--- src/uwc_regs.vh ---
// register offsets, field positions and reset values of the upstream window config bank
`ifndef UWC_REGS_VH
`define UWC_REGS_VH

// byte offsets of the words in this bank
`define UWC_OFF_WIDE_SETUP_LO 8'h34
`define UWC_OFF_WIDE_SETUP_HI 8'h38
`define UWC_OFF_PAGED_BASE 8'h5C
`define UWC_OFF_WIDE_BASE_LO 8'h60
`define UWC_OFF_WIDE_BASE_HI 8'h64
`define UWC_OFF_FWD_CTRL 8'h68
`define UWC_OFF_BOARD_ID 8'h6C
`define UWC_ADDR_W 8

// shared base register low bits
`define UWC_SPACE_BIT 0
`define UWC_TYPE_HI 2
`define UWC_TYPE_LO 1
`define UWC_PREF_BIT 3
`define UWC_TYPE_32 2'h0
`define UWC_TYPE_64 2'h1
`define UWC_PAGED_BASE_LSB 14
`define UWC_WIDE_BASE_LSB 12
`define UWC_SETUP_EN_BIT 31

// forwarding control word fields
`define UWC_TUNE_HI 15
`define UWC_TUNE_LO 0
`define UWC_DRV_NOM_HI 1
`define UWC_DRV_NOM_LO 0
`define UWC_DRV_SCALE_HI 5
`define UWC_DRV_SCALE_LO 2
`define UWC_DEEMPH_HI 11
`define UWC_DEEMPH_LO 8
`define UWC_TX_TERM_HI 13
`define UWC_TX_TERM_LO 12
`define UWC_RX_TERM_HI 15
`define UWC_RX_TERM_LO 14
`define UWC_PSIZE_HI 19
`define UWC_PSIZE_LO 16
`define UWC_PSIZE_EXT_BIT 20
`define UWC_FWD64_BIT 21
`define UWC_FRAG_HI 31
`define UWC_FRAG_LO 30

// reset values
`define UWC_TUNE_RST 16'h0800
`define UWC_PSIZE_RST 4'h0
`define UWC_FRAG_RST 2'h0
`define UWC_SETUP_RST 32'h00000000

// page size encoding: log2 of the page in bytes is code plus an offset
`define UWC_PSIZE_OFF_FINE 5'h07
`define UWC_PSIZE_OFF_COARSE 5'h16
`define UWC_PSIZE_COARSE_MAX 4'h3
`define UWC_PAGE_IDX_W 6
`define UWC_PAGE_CNT_LOG 5'h06

// write split boundaries in bytes
`define UWC_FRAG_32 8'h20
`define UWC_FRAG_64 8'h40
`define UWC_FRAG_128 8'h80

// ahb encodings
`define UWC_HTRANS_NONSEQ_BIT 1
`define UWC_HSIZE_WORD 3'h2

`endif

--- src/uwc_mask_reg.v ---
// base address register whose writable bits follow a mask
`timescale 1ns/100ps
module uwc_mask_reg (
  input wire hclk, // core clock
  input wire hresetn, // async reset, active low
  input wire clk_en, // freezes the register while low
  input wire we, // write strobe
  input wire [31:0] wdata, // write data
  input wire [31:0] wmask, // bits that may be written
  output wire [31:0] q // masked contents
);
  reg [31:0] q_r;
  wire [31:0] q_nxt;

  assign q_nxt = (q_r & ~wmask) | (wdata & wmask);
  // bits outside the mask read zero even if they were written while wider
  assign q = q_r & wmask;

  always @(posedge hclk or negedge hresetn) begin
    if (!hresetn) begin
      q_r <= 32'h00000000;
    end else if (clk_en && we) begin
      q_r <= q_nxt;
    end
  end
endmodule // uwc_mask_reg

--- src/uwc_window_cfg.v ---
// upstream window configuration registers with ahb-lite access and window decode
//
// Design decision made here: the AHB-Lite slave port.
`timescale 1ns/100ps
`include "uwc_regs.vh"
module uwc_window_cfg #(
  parameter [15:0] BOARD_VENDOR_ID = 16'h5A5A, // arbitrary value
  parameter [15:0] BOARD_ID = 16'hA5C3 // arbitrary value
) (
  input wire hclk, // core clock
  input wire hresetn, // async reset, active low
  input wire clk_en, // freezes all state while low
  input wire hsel, // slave select
  input wire [31:0] haddr, // byte address
  input wire [1:0] htrans, // transfer type
  input wire hwrite, // write when high
  input wire [2:0] hsize, // transfer size
  input wire hready, // bus ready in
  input wire [31:0] hwdata, // write data
  output wire hreadyout, // slave ready
  output wire hresp, // always okay
  output reg [31:0] hrdata, // read data
  input wire [63:0] up_addr, // upstream transaction address
  input wire up_is64, // transaction uses 64-bit address
  input wire down_wide_hit, // address falls in downstream wide window
  input wire [63:0] lut_page_valid, // bit 0 of each lookup entry
  output wire paged_claim, // paged window claims transaction
  output wire [5:0] paged_index, // lookup entry for the hit
  output wire [4:0] paged_shift, // log2 of page size
  output wire wide_claim, // wide window claims, untranslated
  output wire wide_fwd_up, // 64-bit transaction goes upstream
  output wire [1:0] drv_nominal, // tx nominal current select
  output wire [3:0] drv_scale, // tx current scale multiplier
  output wire [3:0] drv_deemph, // tx de-emphasis level
  output wire [1:0] tx_term, // tx termination select
  output wire [1:0] rx_term, // rx termination select
  output wire [7:0] write_split_bytes // upstream write split boundary
);
  // ahb data phase capture
  reg dp_wr_r;
  reg [`UWC_ADDR_W-1:0] dp_addr_r;
  wire ap_take;
  wire [`UWC_ADDR_W-1:0] ap_addr;
  reg [31:0] rd_nxt;

  // forwarding control word
  reg [15:0] tune_r;
  reg [3:0] psize_r;
  reg psize_ext_r;
  reg fwd64_r;
  reg [1:0] frag_r;

  // wide window setup words
  reg [31:0] setup_lo_r;
  reg [31:0] setup_hi_r;

  wire wr_paged;
  wire wr_wide_lo;
  wire wr_wide_hi;
  wire wr_ctrl;
  wire wr_setup_lo;
  wire wr_setup_hi;

  wire [31:0] paged_base_q;
  wire [31:0] wide_lo_q;
  wire [31:0] wide_hi_q;
  wire [31:0] paged_mask;
  wire [31:0] wide_lo_mask;
  wire [31:0] wide_hi_mask;

  wire paged_en;
  wire [4:0] pg_log;
  wire [4:0] win_log;
  wire [31:0] paged_win_mask;
  wire [31:0] page_shifted;
  wire paged_hit;
  wire wide_en_lo;
  wire wide_en_hi;
  wire wide_hit;
  wire [1:0] wide_type;
  wire [31:0] paged_word;
  wire [31:0] wide_lo_word;
  wire [31:0] wide_hi_word;
  wire [31:0] ctrl_word;
  wire [31:0] id_word;

  // ahb-lite slave: zero wait states while clk_en is high, read data registered at the
  // address phase so it stands in the data phase.  a master that
  // follows a write with idle in its data phase never reads a word
  // in the same cycle that word is written.
  assign hreadyout = clk_en;
  assign hresp = 1'b0;
  assign ap_take = hsel && hready && htrans[`UWC_HTRANS_NONSEQ_BIT] && clk_en;
  assign ap_addr = haddr[`UWC_ADDR_W-1:0];

  always @(posedge hclk or negedge hresetn) begin
    if (!hresetn) begin
      dp_wr_r <= 1'b0;
      dp_addr_r <= {`UWC_ADDR_W{1'b0}};
      hrdata <= 32'h00000000;
    end else if (clk_en) begin
      // sub-word writes are dropped: only whole words are supported
      dp_wr_r <= ap_take && hwrite && (hsize == `UWC_HSIZE_WORD);
      if (ap_take) begin
        dp_addr_r <= ap_addr;
      end
      if (ap_take && !hwrite) begin
        hrdata <= rd_nxt;
      end
    end
  end

  assign wr_paged = dp_wr_r && (dp_addr_r == `UWC_OFF_PAGED_BASE);
  assign wr_wide_lo = dp_wr_r && (dp_addr_r == `UWC_OFF_WIDE_BASE_LO);
  assign wr_wide_hi = dp_wr_r && (dp_addr_r == `UWC_OFF_WIDE_BASE_HI);
  assign wr_ctrl = dp_wr_r && (dp_addr_r == `UWC_OFF_FWD_CTRL);
  assign wr_setup_lo = dp_wr_r && (dp_addr_r == `UWC_OFF_WIDE_SETUP_LO);
  assign wr_setup_hi = dp_wr_r && (dp_addr_r == `UWC_OFF_WIDE_SETUP_HI);

  // forwarding control, tuning and write split word
  always @(posedge hclk or negedge hresetn) begin
    if (!hresetn) begin
      tune_r <= `UWC_TUNE_RST;
      psize_r <= `UWC_PSIZE_RST;
      psize_ext_r <= 1'b0;
      fwd64_r <= 1'b0;
      frag_r <= `UWC_FRAG_RST;
    end else if (clk_en && wr_ctrl) begin
      tune_r <= hwdata[`UWC_TUNE_HI:`UWC_TUNE_LO];
      psize_r <= hwdata[`UWC_PSIZE_HI:`UWC_PSIZE_LO];
      psize_ext_r <= hwdata[`UWC_PSIZE_EXT_BIT];
      fwd64_r <= hwdata[`UWC_FWD64_BIT];
      frag_r <= hwdata[`UWC_FRAG_HI:`UWC_FRAG_LO];
    end
  end

  // the tuning fields only steer the analogue front end
  assign drv_nominal = tune_r[`UWC_DRV_NOM_HI:`UWC_DRV_NOM_LO];
  assign drv_scale = tune_r[`UWC_DRV_SCALE_HI:`UWC_DRV_SCALE_LO];
  assign drv_deemph = tune_r[`UWC_DEEMPH_HI:`UWC_DEEMPH_LO];
  assign tx_term = tune_r[`UWC_TX_TERM_HI:`UWC_TX_TERM_LO];
  assign rx_term = tune_r[`UWC_RX_TERM_HI:`UWC_RX_TERM_LO];

  // upper bit set means 128 bytes whatever the low bit holds
  assign write_split_bytes = frag_r[1] ? `UWC_FRAG_128 :
                             (frag_r[0] ? `UWC_FRAG_64 : `UWC_FRAG_32);

  // wide window setup words, loaded before the window is used
  always @(posedge hclk or negedge hresetn) begin
    if (!hresetn) begin
      setup_lo_r <= `UWC_SETUP_RST;
      setup_hi_r <= `UWC_SETUP_RST;
    end else if (clk_en) begin
      if (wr_setup_lo) begin
        setup_lo_r <= hwdata;
      end
      if (wr_setup_hi) begin
        setup_hi_r <= hwdata;
      end
    end
  end

  // paged window size: code 0, and coarse codes above 3, disable it
  assign paged_en = (psize_r != 4'h0) &&
                    (!psize_ext_r || (psize_r <= `UWC_PSIZE_COARSE_MAX));
  assign pg_log = psize_ext_r ? ({1'b0, psize_r} + `UWC_PSIZE_OFF_COARSE) :
                                ({1'b0, psize_r} + `UWC_PSIZE_OFF_FINE);
  // window is 64 pages: log2 runs from 14 (16KB) to 31 (2GB)
  assign win_log = pg_log + `UWC_PAGE_CNT_LOG;
  assign paged_win_mask = 32'hFFFFFFFF << win_log;
  assign paged_mask = paged_en ? paged_win_mask : 32'h00000000;

  uwc_mask_reg u_paged_base (
    .hclk(hclk),
    .hresetn(hresetn),
    .clk_en(clk_en),
    .we(wr_paged),
    .wdata(hwdata),
    .wmask(paged_mask),
    .q(paged_base_q)
  );

  // wide window base words: with setup bit 31 set, setup bits one make base bits writable (low word from bit 12)
  assign wide_en_lo = setup_lo_r[`UWC_SETUP_EN_BIT];
  assign wide_en_hi = setup_hi_r[`UWC_SETUP_EN_BIT];
  assign wide_lo_mask = wide_en_lo ?
                        {setup_lo_r[31:`UWC_WIDE_BASE_LSB], {`UWC_WIDE_BASE_LSB{1'b0}}} :
                        32'h00000000;
  assign wide_hi_mask = wide_en_hi ? setup_hi_r : 32'h00000000;

  uwc_mask_reg u_wide_lo (
    .hclk(hclk),
    .hresetn(hresetn),
    .clk_en(clk_en),
    .we(wr_wide_lo),
    .wdata(hwdata),
    .wmask(wide_lo_mask),
    .q(wide_lo_q)
  );

  uwc_mask_reg u_wide_hi (
    .hclk(hclk),
    .hresetn(hresetn),
    .clk_en(clk_en),
    .we(wr_wide_hi),
    .wdata(hwdata),
    .wmask(wide_hi_mask),
    .q(wide_hi_q)
  );

  // reserved type codes from setup read back as the 32-bit type
  assign wide_type = (setup_lo_r[`UWC_TYPE_HI:`UWC_TYPE_LO] == `UWC_TYPE_64) ?
                     `UWC_TYPE_64 : `UWC_TYPE_32;

  // paged window decode and page selection
  assign paged_hit = paged_en && (up_addr[63:32] == 32'h00000000) &&
                     ((up_addr[31:0] & paged_win_mask) ==
                      (paged_base_q & paged_win_mask));
  assign page_shifted = up_addr[31:0] >> pg_log;
  assign paged_index = page_shifted[`UWC_PAGE_IDX_W-1:0];
  assign paged_shift = pg_log;
  // a cleared valid bit makes the page transparent to the decoder
  assign paged_claim = paged_hit && lut_page_valid[paged_index];

  // wide window decode: full 64-bit compare under the setup masks
  assign wide_hit = wide_en_lo && wide_en_hi && up_is64 &&
                    ((up_addr[31:0] & wide_lo_mask) == wide_lo_q) &&
                    ((up_addr[63:32] & wide_hi_mask) == wide_hi_q);
  assign wide_claim = fwd64_r && wide_hit;
  // with the enable clear every 64-bit access outside the downstream
  // window goes up; with it set only hits in the wide window do
  assign wide_fwd_up = up_is64 && (fwd64_r ? wide_hit : !down_wide_hit);

  // read words
  assign paged_word = {paged_base_q[31:`UWC_PAGED_BASE_LSB],
                       {(`UWC_PAGED_BASE_LSB - 4){1'b0}},
                       1'b0, `UWC_TYPE_32, 1'b0};
  assign wide_lo_word = {wide_lo_q[31:`UWC_WIDE_BASE_LSB],
                         {(`UWC_WIDE_BASE_LSB - 4){1'b0}},
                         setup_lo_r[`UWC_PREF_BIT] & wide_en_lo,
                         wide_type & {2{wide_en_lo}}, 1'b0};
  assign wide_hi_word = wide_hi_q;
  assign ctrl_word = {frag_r, 8'h00, fwd64_r, psize_ext_r, psize_r, tune_r};
  assign id_word = {BOARD_ID, BOARD_VENDOR_ID};

  always @* begin
    case (ap_addr)
      `UWC_OFF_WIDE_SETUP_LO: rd_nxt = setup_lo_r;
      `UWC_OFF_WIDE_SETUP_HI: rd_nxt = setup_hi_r;
      `UWC_OFF_PAGED_BASE: rd_nxt = paged_word;
      `UWC_OFF_WIDE_BASE_LO: rd_nxt = wide_lo_word;
      `UWC_OFF_WIDE_BASE_HI: rd_nxt = wide_hi_word;
      `UWC_OFF_FWD_CTRL: rd_nxt = ctrl_word;
      `UWC_OFF_BOARD_ID: rd_nxt = id_word;
      default: rd_nxt = 32'h00000000;
    endcase
  end
endmodule // uwc_window_cfg

--- config.mk ---
export PLATFORM = sky130hd
export DESIGN_NAME = uwc_window_cfg
export DESIGN_NICKNAME = d
export VERILOG_FILES = /design/src/uwc_mask_reg.v /design/src/uwc_window_cfg.v
export VERILOG_INCLUDE_DIRS = /design/src
export SDC_FILE = /design/constraint.sdc
export NUM_CORES = 1
export LEC_CHECK = 0
export ABC_CLOCK_PERIOD_IN_PS = 7050
export BUFFER_PORTS_ARGS = -buffer_cell sky130_fd_sc_hd__buf_2
export CORE_MARGIN = 2
export CORE_UTILIZATION = 53
export CTS_CLUSTER_DIAMETER = 40
export DETAILED_ROUTE_END_ITERATION = 6
export PLACE_DENSITY = 0.77
export SLEW_MARGIN = 5
export SYNTH_ARGS = -nofsm -noshare
export SYNTH_HDL_FRONTEND = slang
export SYNTH_SLANG_ARGS = --single-unit
--- constraint.sdc ---
create_clock -name hclk -period 7.05 [get_ports hclk]
set_input_delay 1.0575 -clock hclk [delete_from_list [all_inputs] [get_ports hclk]]
set_output_delay 1.0575 -clock hclk [all_outputs]
set_load 0.02 [all_outputs]
[Word-level counts from Yosys, hierarchy flattened]
Cells that the tools add are included.
Word-level totals
  flip-flop bits (word level): 225
  bits in latches: 0
  memory bits (writable): 0
  bits in read-only memories: 0
  word-level logic and storage cells: 106
  memories: 0
Cells by class
  add/sub/neg operators: 3
  multiply operators: 0
  div/mod/pow operators: 0
  $lt $le $gt $ge: 2
  eq/ne operators: 18
  shifts and indexed selects: 2
  muxes and demuxes: 11
  bitwise gates (word level): 21
  reductions and logical operators: 36
Operators with widths (number)
  32-bit AND: 13
  32-bit one-hot mux with 7 select lines: 1
  32-bit == test: 3
  32-bit two-way mux: 3
  32-bit NOT: 3
  32-bit OR: 3
  8-bit by 7-bit == test with 1-bit output (second input constant): 9
  8-bit by 6-bit == test with 1-bit output (second input constant): 4
  32-bit logical NOT: 1
  32-bit by 5-bit << shifter with 32-bit output (first input constant): 1
  32-bit by 5-bit right shift with 6-bit output: 1
  1-bit logical AND: 26
  8-bit two-way mux: 1
  2-bit AND reduction: 4
  6-bit by 7-bit < comparator with 1-bit output (second input constant): 1
  7-bit two-way mux: 1
  1-bit binary-select mux with 6-bit select: 1
  4-bit by 3-bit adder with 5-bit output (second input constant): 1
  4-bit by 5-bit adder with 5-bit output (second input constant): 1
  5-bit by 3-bit adder with 5-bit output (second input constant): 1
  5-bit two-way mux: 1
  4-bit by 2-bit <= comparator with 1-bit output (second input constant): 1
  4-bit nonzero test: 1
  3-bit by 2-bit == test with 1-bit output (second input constant): 1
  other kinds (6): 10

[Longest topological paths before layout]
  depth after elaboration: 10
  mapped depth: 20
  depth with buffers taken out: 18

[Modules after synthesis]
A second synthesis with hierarchy kept.
Unflattened totals
  cells, all modules: 1477
  area total of the unflattened synthesis: 15617.5 µm²
Modules (own cells, without submodules)
  uwc_window_cfg: times used 1, cells each 1075, area an instance 10212.3 µm²
  uwc_mask_reg: times used 3, cells each 134, area an instance 1801.7 µm²

[Worst setup path after synthesis]
OpenSTA, ideal clock, no wires.
  kind: register to output
  from: register psize_r[0]
  to: output paged_claim
  arrival time: 4185 ps
  slack: 1808 ps
  cell stages (with the launch flop): 18
  path buffers: 3
  path through: dfrtp_1 -> inv_1 -> ha_1 -> xnor2_1 -> mux2i_4 -> inv_1 -> buf_2 -> clkbuf_1 -> ha_1 -> inv_1 -> ha_1 -> clkbuf_1 -> o2111ai_1 -> a2111oi_0 -> o2111ai_1 -> a2111oi_0 -> nand4_1 -> and4b_1
Between the ends
  longest elaborated chain between the ends: 10
  elaborated cells between the ends (all ways): 20
RTL lines
  start, declared: line uwc_window_cfg.v:48  | reg [3:0] psize_r;
  start signal, assigned: line uwc_window_cfg.v:124  | psize_r <= `UWC_PSIZE_RST;
  start signal, assigned: line uwc_window_cfg.v:130  | psize_r <= hwdata[`UWC_PSIZE_HI:`UWC_PSIZE_LO];
  4-bit by 5-bit adder with 5-bit output (no line) / 4-bit by 3-bit adder with 5-bit output (equally long branches)
  5-bit two-way mux: line uwc_window_cfg.v:166  | assign pg_log = psize_ext_r ? ({1'b0, psize_r} + `UWC_PSIZE_OFF_COARSE) :
  5-bit by 3-bit adder with 5-bit output (no line)
  32-bit by 5-bit << shifter with 32-bit output: line uwc_window_cfg.v:170  | assign paged_win_mask = 32'hFFFFFFFF << win_log;
  32-bit two-way mux: line uwc_window_cfg.v:171  | assign paged_mask = paged_en ? paged_win_mask : 32'h00000000;
  32-bit AND: line uwc_mask_reg.v:17  | assign q = q_r & wmask;
  32-bit AND: line uwc_window_cfg.v:218  | (paged_base_q & paged_win_mask));
  32-bit == test: line uwc_window_cfg.v:217  | ((up_addr[31:0] & paged_win_mask) ==
  1-bit logical AND: line uwc_window_cfg.v:216  | assign paged_hit = paged_en && (up_addr[63:32] == 32'h00000000) &&
  1-bit logical AND *: line uwc_window_cfg.v:223  | assign paged_claim = paged_hit && lut_page_valid[paged_index];
  end, declared: line uwc_window_cfg.v:27  | output wire paged_claim,
Every way passes the cells marked *; elsewhere a longest branch is shown, timed or not. The select of a mux whose other input is x is not followed.

[Worst setup path in the final report]
Ends and elaborated chain as after synthesis.

==> results_dict.tcl <==
set metrics [dict create \
    first_iter_violations 1230 \
    finalNetCount 1764 \
    avgSynthCellArea_um2 10.1 \
    drtPass1Iterations 6 \
    hold_path_class "reg2reg" \
    core-area_um2 25100 \
    r2r_cells 9 \
    multi_input_area_um2 7620 \
    slew_headroom_pct 25.3 \
    synth_edf_count 0 \
    final_cell_area_um2 16000 \
    port_buffers 243 \
    setup_violations 0 \
    die_h_um 164 \
    rr_startpoint "psize_r[0]$_DFFE_PN0P_" \
    post-route-drc-count 0 \
    detail-route-antenna-nets 0 \
    vias 12200 \
    muxShareOfSynthArea_pct 22.2 \
    synth_compound_area_share_pct 15.3 \
    wl_mm 44.5 \
    cts_setup_buffers 0 \
    ys_seq_area_share_pct 39.5 \
    place_area_um2 14900 \
    worstSetupStartpointType "flop" \
    path_class "reg2out" \
    clockBufferDepth 3 \
    start_util_pct 53.8 \
    yosys.area_share.simple_pct 14.1 \
    synth_top_family_by_area "multiplexers" \
    wire_per_inst_um 23.3 \
    hold_violations 0 \
    clk_pin_slew_worst_paths_ns 0.06 \
    synth_xor_area_share_pct 3.64 \
    finalClockSkew_ns 0.0121 \
    grt_usage_pct 32.9 \
    clk_root_buffer_cell "clkbuf_16" \
    regArea_um2 5330 \
    yosys_most_used_dff "dfrtp_1" \
    rsz0062_at_grt "no" \
    grt.overflow.total 0 \
    cp-end-kind "output port" \
    synth_top_area_share_pct 39.3 \
    io_pins 275 \
    status "finished clean" \
    placementRows 58 \
    postCtsHoldBufs 0 \
    whs_ns 0.472 \
    path_max_fanout 16 \
    clock_sinks 213 \
    ir_drop_v 0.000192 \
    grt_pass1_wl_mm 67.8 \
    dp_hpwl_mm 32.4 \
    min_to "hrdata[31]$_DFFE_PN0P_" \
    hp-start "hrdata[31]$_DFFE_PN0P_" \
    worst_slack_ns 0.434 \
    final_cells 1907 \
    yosys.cell_count.top_type "nand2_1" \
    fillers 2085 \
    avgViaCountPerCell 6.41 \
    ctsResizeCount 0 \
    die_area_um2 26800 \
    rrSetupSlack_ns 2.79 \
    arrival_ns 5.56 \
    setup_tns_ns 0 \
    post-route-min-period_ns 6.62 \
    yosys.area_share.adder_pct 0.648 \
    h-tree-depth 1 \
    tightest_slew_ns 1.11 \
    netlist_area_um2 13500 \
    min_path_cells 1 \
    yosysWarnings 0 \
    antenna_found_initial 3 \
    dp_slack_ns 1.06 \
    ys_seq_elements 213 \
    grt_max_degree 125 \
    cts_tree "yes" \
    gp_congestion 0.978 \
    synth_common_cells "nand2_1, dfrtp_1, mux2_2, o21ai_0, clkbuf_1" \
    fmax_ghz 0.151 \
    p_leak_nw 7.80 \
    period_share_pct 93.8 \
    fp.dieW_um 164 \
    cts_buffers 30 \
    worstPathRequired_ns 5.99 \
    drive_above_1_share_pct 34.3 \
    drv_slew 0 \
    dp.cells 1850 \
    yosysTopAreaCell "dfrtp_1" \
    grt_pass1_vias 11900 \
    maxCapViolCount 0 \
    insertion_delay_ns 0.55 \
    synthArstFlopShare_pct 100 \
    syn_inst 1343 \
    area_growth_pct 18.8 \
    ys_top_cells_by_area "dfrtp_1, mux2_2, nand2_1, mux4_2, xor2_1" \
    ys_types 83 \
    power.density_nw_per_um2 201 \
]
==> per-stage QoR <==
step,power (mW),utilization (%)
floorplan,1.38,-
global placement,1.52,59.3
detailed placement,1.52,59.3
CTS,3.23,63.9
global route,3.31,63.9
finish,3.22,63.9
==> layout make-up <==
class                      instances  share of cell area [%]
sequential                       213                    33.2
clock buffer                      36                    5.20
inverter                          38                   0.920
multi-input combinational       1006                    47.5
timing repair buffer             263                    8.57
antenna                            1                  0.0156
clock inverter                    20                    2.00
tap                              330                    2.57
==> worst max path at each step <==
stage                            from          end  slack [ns]  cells past startpoint
6_report       psize_r[0]$_DFFE_PN0P_  paged_claim        0.43                     17
3_3_place_gp   psize_r[0]$_DFFE_PN0P_  paged_claim        1.17                     17
4_1_cts        psize_r[0]$_DFFE_PN0P_  paged_claim        0.47                     17
3_5_place_dp   psize_r[0]$_DFFE_PN0P_  paged_claim        1.06                     17
2_1_floorplan  psize_r[0]$_DFFE_PN0P_  paged_claim        1.81                     17
5_1_grt        psize_r[0]$_DFFE_PN0P_  paged_claim        0.14                     17
==> layer usage <==
metal / vias to the layer above / share of wire [%] / track usage [%]
li1: 5361 / - / -
met1: 6068 / 41 / 45.1
met2: 672 / 46 / 52.2
met3: 124 / 9.0 / 5.36
met4: 4 / 4.2 / 13.4
met5: - / 0.043 / 0
==> cells in the final DEF (no fill, tap or decap), types with 7 or more instances in the layout <==
master / instances
a211oi_1: 10
a21o_1: 39
a21oi_1: 43
a221o_1: 11
a221oi_1: 8
a222oi_1: 8
a22oi_1: 14
a31oi_1: 27
buf_2: 242
buf_4: 20
bufinv_16: 7
clkbuf_16: 31
dfrtp_1: 212
ha_1: 7
inv_1: 33
mux2_2: 176
mux2i_1: 30
mux4_1: 7
mux4_2: 18
nand2_1: 237
nand2b_1: 8
nand3_1: 28
nand3b_1: 21
nand4_1: 18
nor2_1: 33
nor2b_1: 10
nor3_1: 8
nor4_1: 11
o211ai_1: 8
o21ai_0: 61
o22ai_1: 16
xnor2_1: 17
xor2_1: 36
==> critical path: stages, from the launching register on <==
cell       delay [ns]
dfrtp_1          0.58
inv_1            0.16
ha_1             0.29
xnor2_1          0.17
mux2i_4          0.47
inv_1            0.17
ha_1             0.24
inv_1            0.06
ha_1             0.41
nand2_1          0.15
nor2b_1          0.31
nand2_1          0.16
a32o_1           0.27
a211o_1          0.26
a2111oi_0        0.52
nand4_1          0.30
and4b_1          0.32
buf_2            0.17
==> power by group <==
group	total (mW)	internal (mW)	switching, mW
logic	0.262	0.101	0.160
registers	1.25	1.23	0.0123
clock network	1.71	1.11	0.602
total	3.22	2.45	0.774
==> kinds of logic (layout without fill, tap and decap cells) <==
kind of cell,Yosys count,after routing
AOI/OAI and AO/OA,294,294
xor gates and xnor gates,54,54
adders and majority gates,7,7
buffers and inverters,129,357
DFF,213,213
muxes,238,238
other,1,7
and+or+nand+nor,407,407
(Power assumes the default switching activity.)
